===== config.mk =====
export PLATFORM = sky130hd
export DESIGN_NAME = ref_dac_and_comparator_ctrl
export DESIGN_NICKNAME = d
export VERILOG_FILES = /design/src/rdc_pkg.sv /design/src/ref_dac_and_comparator_ctrl.sv
export SDC_FILE = /design/constraint.sdc
export NUM_CORES = 1
export LEC_CHECK = 0
export BUFFER_PORTS_ARGS = -buffer_cell sky130_fd_sc_hd__buf_4
export CAP_MARGIN = 0
export CORE_ASPECT_RATIO = 0.5
export CORE_MARGIN = 2
export CORE_UTILIZATION = 35
export CTS_BUF_LIST = sky130_fd_sc_hd__clkbuf_2 sky130_fd_sc_hd__clkbuf_4 sky130_fd_sc_hd__clkbuf_8
export CTS_CLUSTER_DIAMETER = 120
export DETAILED_ROUTE_END_ITERATION = 10
export PLACE_DENSITY = 0.66
export SLEW_MARGIN = 0
export SYNTH_ARGS = -nofsm -noshare
export SYNTH_HDL_FRONTEND = slang
export SYNTH_SLANG_ARGS = --single-unit
export TNS_END_PERCENT = 10

===== constraint.sdc =====
create_clock -name clk_sys -period 3.31 [get_ports clk_sys]
set_clock_uncertainty 0.1 [all_clocks]
set_input_delay 0.331 -clock clk_sys [delete_from_list [all_inputs] [get_ports clk_sys]]
set_output_delay 0.331 -clock clk_sys [all_outputs]
set_load 0.005 [all_outputs]

===== src/rdc_pkg.sv =====
`default_nettype none
package rdc_pkg;

  // ----------------------------------------------------------------
  // register byte addresses
  // ----------------------------------------------------------------
  localparam logic [7:0] ADDR_DAC_CONTROL  = 8'h00;
  localparam logic [7:0] ADDR_DAC_LEVEL    = 8'h04;
  localparam logic [7:0] ADDR_CMP_CTRL_A0  = 8'h08;
  localparam logic [7:0] ADDR_CMP_CTRL_A1  = 8'h0C;
  localparam logic [7:0] ADDR_CMP_SUMMARY  = 8'h10;
  localparam logic [7:0] ADDR_PIN_DIR      = 8'h14;
  localparam logic [7:0] ADDR_PIN_LATCH    = 8'h18;
  localparam logic [7:0] ADDR_PIN_READ     = 8'h1C;
  localparam logic [7:0] ADDR_DAC_AUX      = 8'h20;

  // ----------------------------------------------------------------
  // field positions
  // ----------------------------------------------------------------
  localparam int DAC_EN_BIT      = 7;
  localparam int DAC_OE1_BIT     = 5;
  localparam int DAC_OE2_BIT     = 4;
  localparam int DAC_PSS_BIT     = 2;
  localparam int DAC_LPS_BIT     = 0;
  localparam int CMP_EN_BIT      = 7;
  localparam int CMP_RES_BIT     = 6;
  localparam int CMP_OE_BIT      = 5;
  localparam int CMP_INV_BIT     = 4;
  localparam int CMP_SP_BIT      = 2;

  // ----------------------------------------------------------------
  // sizes, reset values, timing
  // ----------------------------------------------------------------
  localparam int NUM_CMP         = 2;
  localparam int NUM_PIN         = 4;
  localparam int CODE_W          = 5;
  localparam logic [4:0] CODE_MAX = 5'h1F;
  localparam logic [4:0] CODE_MIN = 5'h00;
  localparam logic [1:0] CMP_SP_RESET = 2'h3;
  localparam int INSTR_DIV       = 4;
  localparam logic [1:0] DIV_LAST = 2'(INSTR_DIV - 1);

  // registered answer state of the bus slave
  typedef enum logic {APB_IDLE, APB_ACCESS} rdc_apb_t;

endpackage
`default_nettype wire


===== src/ref_dac_and_comparator_ctrl.sv =====
// Summary of operation
// - dac_enable bit 7 switches the DAC on
// - five-bit level code, upper bits read zero
// - enabled output follows code over 32 steps
// - disabled DAC ties to rail at extreme codes
// - bit 2 picks external reference or supply
// - bits 5 and 4 connect reference pins
// - connected pin loses digital driver and input
// - port read of reference pin returns zero
// - wake from sleep keeps DAC control intact
// - reset clears all DAC control bits
// - unimplemented DAC control bits read zero
// - comparator works only while enabled
// - result readable locally and in summary
// - pin driven needs enable, output, direction clear
// - output enable overrides latch regardless of enable
// - software result latched each instruction cycle
// - raw decision high when plus exceeds minus
// - invert bit complements the result
// - speed select resets to normal speed
// - comparator bits at 7,6,5,4,2
`timescale 1ns/1ps
`default_nettype none

module ref_dac_and_comparator_ctrl (
  input  wire logic        clk_sys,
  input  wire logic        sys_rst,
  input  wire logic        psel,
  input  wire logic        penable,
  input  wire logic        pwrite,
  input  wire logic [31:0] paddr,
  input  wire logic [31:0] pwdata,
  output var  logic [31:0] prdata,
  output var  logic        pready,
  output var  logic        pslverr,
  input  wire logic [1:0]  cmpDecisionAsync,
  input  wire logic [3:0]  pinIn,
  output var  logic [3:0]  pinDrvOe,
  output var  logic [3:0]  pinDrvOut,
  output var  logic [3:0]  pinInEn,
  output var  logic        dacLadderOn,
  output var  logic [4:0]  dacTap,
  output var  logic        dacTieHigh,
  output var  logic        dacTieLow,
  output var  logic        dacSrcExt,
  output var  logic [1:0]  refConnect,
  output var  logic [1:0]  cmpPowerOn,
  output var  logic [1:0]  cmpFastMode
);

  // ----------------------------------------------------------------
  // state
  // ----------------------------------------------------------------
  typedef struct packed {
    rdc_pkg::rdc_apb_t apb;
    logic [31:0] rdata;
    logic        err;
    logic        dac_enable;
    logic        dac_pin1_out_en;
    logic        dac_pin2_out_en;
    logic        dac_pos_source_sel;
    logic        dac_low_pos_sel;
    logic [4:0]  dacCode;
    logic [1:0]  cmpEn;
    logic [1:0]  cmpOe;
    logic [1:0]  cmpInv;
    logic [1:0]  cmpSp;
    logic [1:0]  sync1;
    logic [1:0]  sync2;
    logic [1:0]  cmpResult;
    logic [3:0]  pinDir;
    logic [3:0]  pinLatch;
    logic [1:0]  divCnt;
    logic [3:0]  drvOe;
    logic [3:0]  drvOut;
    logic [3:0]  inEn;
    logic        ladderOn;
    logic [4:0]  tap;
    logic        tieHigh;
    logic        tieLow;
    logic        srcExt;
    logic [1:0]  refConn;
    logic [1:0]  powerOn;
    logic [1:0]  fastMode;
  } rdc_state_t;

  rdc_state_t state_r;
  rdc_state_t state_nxt;

  // ----------------------------------------------------------------
  // register decode and read mux
  // ----------------------------------------------------------------
  // address to register slot, 4'hF when unmapped
  function automatic logic [3:0] regSlot(input logic [31:0] addr);
    logic [3:0] slot;
    slot = 4'hF;
    if (addr[31:8] == 24'h000000)
    begin
      unique case (addr[7:0])
        rdc_pkg::ADDR_DAC_CONTROL: slot = 4'h0;
        rdc_pkg::ADDR_DAC_LEVEL:   slot = 4'h1;
        rdc_pkg::ADDR_CMP_CTRL_A0: slot = 4'h2;
        rdc_pkg::ADDR_CMP_CTRL_A1: slot = 4'h3;
        rdc_pkg::ADDR_CMP_SUMMARY: slot = 4'h4;
        rdc_pkg::ADDR_PIN_DIR:     slot = 4'h5;
        rdc_pkg::ADDR_PIN_LATCH:   slot = 4'h6;
        rdc_pkg::ADDR_PIN_READ:    slot = 4'h7;
        rdc_pkg::ADDR_DAC_AUX:     slot = 4'h8;
        default:                   slot = 4'hF;
      endcase
    end
    return slot;
  endfunction

  // comparator control byte image
  function automatic logic [7:0] cmpImage(input rdc_state_t s, input int i);
    logic [7:0] v;
    v = 8'h00;
    v[rdc_pkg::CMP_EN_BIT]  = s.cmpEn[i];
    v[rdc_pkg::CMP_RES_BIT] = s.cmpResult[i];
    v[rdc_pkg::CMP_OE_BIT]  = s.cmpOe[i];
    v[rdc_pkg::CMP_INV_BIT] = s.cmpInv[i];
    v[rdc_pkg::CMP_SP_BIT]  = s.cmpSp[i];
    return v;
  endfunction

  logic [3:0] slot;
  logic [7:0] readByte;
  logic       setupPhase;
  logic       writeNow;

  assign slot       = regSlot(paddr);
  assign setupPhase = psel && !penable;
  assign writeNow   = (state_r.apb == rdc_pkg::APB_ACCESS) && psel && penable && pwrite;

  // read data selection
  always_comb
  begin
    readByte = 8'h00;
    unique case (slot)
      4'h0:
      begin
        // unimplemented positions stay zero
        readByte[rdc_pkg::DAC_EN_BIT]  = state_r.dac_enable;
        readByte[rdc_pkg::DAC_OE1_BIT] = state_r.dac_pin1_out_en;
        readByte[rdc_pkg::DAC_OE2_BIT] = state_r.dac_pin2_out_en;
        readByte[rdc_pkg::DAC_PSS_BIT] = state_r.dac_pos_source_sel;
      end
      4'h1: readByte = {3'h0, state_r.dacCode};
      4'h2: readByte = cmpImage(state_r, 0);
      4'h3: readByte = cmpImage(state_r, 1);
      4'h4: readByte = {6'h00, state_r.cmpResult};
      4'h5: readByte = {4'h0, state_r.pinDir};
      4'h6: readByte = {4'h0, state_r.pinLatch};
      // reference pins read zero while connected
      4'h7: readByte = {4'h0, pinIn[3:2], pinIn[1] & ~state_r.dac_pin2_out_en,
                        pinIn[0] & ~state_r.dac_pin1_out_en};
      4'h8: readByte = {7'h00, state_r.dac_low_pos_sel};
      default: readByte = 8'h00;
    endcase
  end

  // ----------------------------------------------------------------
  // next state
  // ----------------------------------------------------------------
  always_comb
  begin
    state_nxt = state_r;

    // two-phase slave: answer prepared in setup, shown in access
    if (state_r.apb == rdc_pkg::APB_IDLE)
    begin
      if (setupPhase)
      begin
        state_nxt.apb   = rdc_pkg::APB_ACCESS;
        state_nxt.err   = (slot == 4'hF);
        state_nxt.rdata = (pwrite || slot == 4'hF) ? 32'h0000_0000 : {24'h000000, readByte};
      end
    end
    else
    begin
      state_nxt.apb   = rdc_pkg::APB_IDLE;
      state_nxt.err   = 1'b0;
      state_nxt.rdata = 32'h0000_0000;
    end

    // register writes; only the device reset clears them
    if (writeNow)
    begin
      unique case (slot)
        4'h0:
        begin
          state_nxt.dac_enable  = pwdata[rdc_pkg::DAC_EN_BIT];
          state_nxt.dac_pin1_out_en = pwdata[rdc_pkg::DAC_OE1_BIT];
          state_nxt.dac_pin2_out_en = pwdata[rdc_pkg::DAC_OE2_BIT];
          state_nxt.dac_pos_source_sel = pwdata[rdc_pkg::DAC_PSS_BIT];
        end
        4'h1: state_nxt.dacCode = pwdata[rdc_pkg::CODE_W-1:0];
        4'h2, 4'h3:
        begin
          state_nxt.cmpEn[slot[0]]  = pwdata[rdc_pkg::CMP_EN_BIT];
          state_nxt.cmpOe[slot[0]]  = pwdata[rdc_pkg::CMP_OE_BIT];
          state_nxt.cmpInv[slot[0]] = pwdata[rdc_pkg::CMP_INV_BIT];
          state_nxt.cmpSp[slot[0]]  = pwdata[rdc_pkg::CMP_SP_BIT];
        end
        4'h5: state_nxt.pinDir   = pwdata[3:0];
        4'h6: state_nxt.pinLatch = pwdata[3:0];
        4'h8: state_nxt.dac_low_pos_sel   = pwdata[rdc_pkg::DAC_LPS_BIT];
        default: state_nxt.dac_low_pos_sel = state_r.dac_low_pos_sel;
      endcase
    end

    // instruction cycle divider
    state_nxt.divCnt = (state_r.divCnt == rdc_pkg::DIV_LAST) ? 2'h0 : state_r.divCnt + 2'h1;

    // comparator decision synchronizer
    state_nxt.sync1 = cmpDecisionAsync;
    state_nxt.sync2 = state_r.sync1;

    for (int i = 0; i < rdc_pkg::NUM_CMP; i++)
    begin
      // latched once per instruction cycle inverted gated
      if (state_r.divCnt == rdc_pkg::DIV_LAST)
        state_nxt.cmpResult[i] = state_r.cmpEn[i] & (state_r.sync2[i] ^ state_r.cmpInv[i]);
      state_nxt.powerOn[i]  = state_r.cmpEn[i];
      state_nxt.fastMode[i] = state_r.cmpSp[i];
      // pin data: override follows output enable only
      state_nxt.drvOut[2+i] = state_r.cmpOe[i] ? (state_r.sync2[i] ^ state_r.cmpInv[i])
                                               : state_r.pinLatch[2+i];
      // driving the result needs enable and cleared direction
      state_nxt.drvOe[2+i]  = ~state_r.pinDir[2+i] & ~(state_r.cmpOe[i] & ~state_r.cmpEn[i]);
      state_nxt.inEn[2+i]   = 1'b1;
    end

    // reference pins lose digital driver and detector
    state_nxt.refConn   = {state_r.dac_pin2_out_en, state_r.dac_pin1_out_en};
    state_nxt.drvOe[0]  = ~state_r.pinDir[0] & ~state_r.dac_pin1_out_en;
    state_nxt.drvOe[1]  = ~state_r.pinDir[1] & ~state_r.dac_pin2_out_en;
    state_nxt.drvOut[1:0] = state_r.pinLatch[1:0];
    state_nxt.inEn[0]   = ~state_r.dac_pin1_out_en;
    state_nxt.inEn[1]   = ~state_r.dac_pin2_out_en;

    // ladder control
    state_nxt.ladderOn = state_r.dac_enable;
    state_nxt.tap      = state_r.dacCode;
    state_nxt.srcExt   = state_r.dac_pos_source_sel;
    // rail ties of the idle ladder
    state_nxt.tieHigh  = ~state_r.dac_enable & state_r.dac_low_pos_sel & (state_r.dacCode == rdc_pkg::CODE_MAX);
    state_nxt.tieLow   = ~state_r.dac_enable & ~state_r.dac_low_pos_sel & (state_r.dacCode == rdc_pkg::CODE_MIN);
  end

  // ----------------------------------------------------------------
  // state register
  // ----------------------------------------------------------------
  // reset clears all DAC bits except tieLow, which it sets, speed select comes up normal
  always_ff @(posedge clk_sys or posedge sys_rst)
  begin
    if (sys_rst)
    begin
      state_r       <= '0;
      state_r.cmpSp <= rdc_pkg::CMP_SP_RESET;
      state_r.inEn  <= 4'hF;
      state_r.drvOe <= 4'hF;
      state_r.tieLow <= 1'b1;
      state_r.fastMode <= rdc_pkg::CMP_SP_RESET; // mirror agrees with speed bits at once
    end
    else
      state_r <= state_nxt;
  end

  // output drive straight from the state register
  assign prdata      = state_r.rdata;
  assign pready      = (state_r.apb == rdc_pkg::APB_ACCESS);
  assign pslverr     = state_r.err;
  assign pinDrvOe    = state_r.drvOe;
  assign pinDrvOut   = state_r.drvOut;
  assign pinInEn     = state_r.inEn;
  assign dacLadderOn = state_r.ladderOn;
  assign dacTap      = state_r.tap;
  assign dacTieHigh  = state_r.tieHigh;
  assign dacTieLow   = state_r.tieLow;
  assign dacSrcExt   = state_r.srcExt;
  assign refConnect  = state_r.refConn;
  assign cmpPowerOn  = state_r.powerOn;
  assign cmpFastMode = state_r.fastMode;
endmodule

`default_nettype wire


==> metrics.md <==
| Metric | Value |
|---|---|
| Mean routed wirelength per cell | `15.6 um` |
| Mapped Cells | `283` |
| Post-Syn Area | `0.00326 mm2` |
| Largest net degree at the start of global routing | `31` |
| CTS Sinks | `69` |
| Busiest grt layer | `met2` |
| Yosys reg bits | `69` |
| I/O pins | `136` |
| CTS buffer count | `9` |
| Worst Slack Setup Final | `1.22 ns` |
| PwrDens | `404 mW/mm2` |
| Critical Path RT | `3.44 ns` |
| WP data arrival | `2.22 ns` |
| Port Buffer Count | `84` |
| Hold Crit Depth | `2` |
| Setup_tns | `0 ns` |
| Fillers | `821` |
| Worst flop-to-flop path startpoint | `pready` |
| Post-synth EDFFs | `0` |
| Fin. max-slew vios | `0` |
| Synth Flop Type | `dfrtp_1` |
| Clock Pin Slew Worst Setup and Hold Paths | `0.08 ns` |
| Worst slack at placement | `0.846 ns` |
| N_diodes | `0` |
| Routed Antenna Nets | `0` |
| Multi-input logic area | `0.00112 mm2` |
| Final WL | `7.28 mm` |
| Synth top area share | `0.445` |
| Max-cap viol count | `0` |
| Normalized max-slew margin | `0.406` |
| Setup violations, final | `0` |
| CTS-repair resized insts | `0` |
| Critical path class | `in2reg` |
| GPL Wtd Cong | `0.824` |
| CP startpoint kind | `input port` |
| Peak Freq | `479 MHz` |
| RSZ-0062 raised after global routing | `no` |
| R2R cell count | `4` |
| Largest area contributor in the netlist | `dfrtp_1` |
| R2R setup slack | `1.50 ns` |
| Worst Path Max Fanout | `7` |
| Seq/Total Area, Yosys | `0.534` |
| DRC | `0` |
| M2 GR Usage | `0.232` |
| Fin. Hold Viols | `0` |
| Hpwl dp | `5.49 mm` |
| Crit end category | `flip-flop` |
| DRT iter0 DRCs | `184` |
| Synth area leaders | `dfrtp_1 45%, buf_4 13%, mux2_2 10%` |
| Syn Area/Cell | `11.5 um2` |
| Final net count | `420` |
| Reg2reg end | `state_r[33]` |
| Hold Path Class | `in2reg` |
| VDD IR max | `159 uV` |
| Min Tclk post-route | `2.09 ns` |
| FF+latch area | `0.00174 mm2` |
| Share of cells above drive strength 1 | `0.427` |
| Skew-Pair Late Insertion Delay | `0.35 ns` |
| Initial Util | `0.368` |
| Fin util | `0.440` |
| Core Footprint | `0.00886 mm2` |
| Worst Hold Endpoint | `state_nxt[3]` |
| Asr flop ratio synth | `1.00` |
| Rows | `24` |
| DIE AREA | `0.0101 mm2` |
| Outcome | `complete, no violations` |
| Static leakage | `0.00189 uW` |
| First-pass GRT wire length | `11.1 mm` |
| GR met1 Demand/Resource | `0.196` |
| Synth unique cells | `45` |
| YS warnings | `0` |
| Longest Clk Path Bufs | `2` |
| Total placed instance area | `0.00369 mm2` |
| Hold path startpoint | `pwdata[7]` |
| Detailed Routing Iterations Pass 1 | `5` |
| Die Y-Extent | `72.2 um` |
| Global route total overflow | `0` |
| CTS tree | `built` |
| H-tree depth | `3` |
| Area Growth Syn to Fin | `19.7%` |
| Root Buffer | `clkbuf_8` |
| Vias in the first global route | `2023` |
| Fin crit share | `0.631` |
| Worst slew pin tran | `0.892 ns` |
| Die width | `140 um` |
| Vias per inst | `4.81` |
| Initial antenna violation count | `0` |
| Finished Cell Area | `0.00390 mm2` |
| Total track usage | `0.147` |
| Met3 Track Usage GR | `0.0521` |
| Vias | `2240` |
-- sequential cells by signal, summed over array words and instances (netlist names), 2 cells and up --
name,cells
pinInEn,2
pinDrvOe,4
dacTap,5
state_nxt,17
pinDrvOut,4
state_r,17
refConnect,2
cmpPowerOn,2
prdata,8
cmpFastMode,2
-- through the flow --
step,std cells,hold WS [ns],power (uW)
floorplan,307,0.231,939
global placement,447,0.200,986
detailed placement,447,0.204,987
CTS,466,0.124,1590
global route,466,0.121,1640
finish,466,0.129,1580
-- Yosys cell counts, types with 2 or more instances --
cell	count
a22oi_1	2
buf_2	3
mux2_2	29
nand4_1	5
nand3_1	7
nor4_1	7
buf_4	55
clkbuf_1	4
mux2i_1	2
nor4b_1	2
o22ai_1	3
o21ai_0	9
a21oi_1	7
dfrtp_1	58
nand2_1	16
a22o_1	3
dfstp_2	11
nor3_1	4
a31oi_1	2
nor2_1	12
a32oi_1	4
conb_1	2
inv_1	11
xnor2_1	2
nand2b_1	3
-- worst max-delay path, cell delays in order --
cell and delay, ns:
buf_4 0.12, nor4_4 0.45, nand3_2 0.20, nor3_4 0.39, and2_0 0.36, mux2_2 0.37
-- how the worst max path moves through the flow --
stage	endpoint	cells past startpoint	start	slack [ns]
after global routing	state_r[33]	6	paddr[1]	1.11
final	state_r[33]	6	paddr[1]	1.22
after floorplan	cmpPowerOn[0]	1	sys_rst	1.16
after CTS	state_r[33]	6	paddr[1]	1.22
after detailed placement	state_r[33]	6	paddr[1]	0.85
after global placement	state_r[31]	6	paddr[1]	0.86
-- routing by layer --
metal | part of all wire | wire [um]
met1 | 0.45 | 3250
met2 | 0.47 | 3390
met3 | 0.077 | 562
met4 | 0.010 | 76
met5 | 0 | 0
-- cell usage in the layout (no fill, tap or decap), drive strengths merged, types with 2 or more instances in the layout --
| cell | count |
|---|---|
| a21oi | 7 |
| a22o | 3 |
| a22oi | 2 |
| a31oi | 2 |
| a32oi | 4 |
| and2 | 2 |
| buf | 86 |
| clkbuf | 10 |
| clkinv | 4 |
| clkinvlp | 2 |
| conb | 26 |
| dfrtp | 58 |
| dfstp | 11 |
| dlygate4sd3 | 3 |
| inv | 11 |
| mux2 | 29 |
| mux2i | 2 |
| nand2 | 16 |
| nand2b | 3 |
| nand3 | 8 |
| nand4 | 5 |
| nor2 | 12 |
| nor3 | 5 |
| nor4 | 8 |
| nor4b | 2 |
| o21ai | 9 |
| o22ai | 3 |
| xnor2 | 2 |
-- where the power goes --
| group | switching (uW) | leakage (uW) | internal [uW] | total [uW] |
|---|---|---|---|---|
| Clock | 315 | 0.0000880 | 289 | 603 |
| Combinational | 67.2 | 0.000894 | 55.5 | 123 |
| Sequential | 2.51 | 0.000910 | 848 | 851 |
-- kinds of logic (layout without fill, tap and decap cells) --
group / Yosys count / after routing / share of synthesized area
buf+inv: 74 / 116 / 0.150
flops: 69 / 69 / 0.534
simple gates: 68 / 68 / 0.119
compound gates: 35 / 35 / 0.0722
mux: 32 / 32 / 0.113
other cells: 2 / 26 / 0.00231
xor+xnor: 2 / 2 / 0.00538
fa+ha+maj: 1 / 1 / 0.00384
-- repair_timing --
action,CTS,global route
hold buffers,3,0
endpoints found under the hold margin,10,0
setup buffers,0,0
-- final cells by class --
class,count,share of cell area
flip-flops and latches,69,0.446
multi-input cells,164,0.287
repair buffers,89,0.173
well taps,117,0.0375
clock buffers,10,0.0353
inverters,11,0.0106
clock inverters,6,0.00995
No activity file was read; power rests on OpenSTA's default activity.
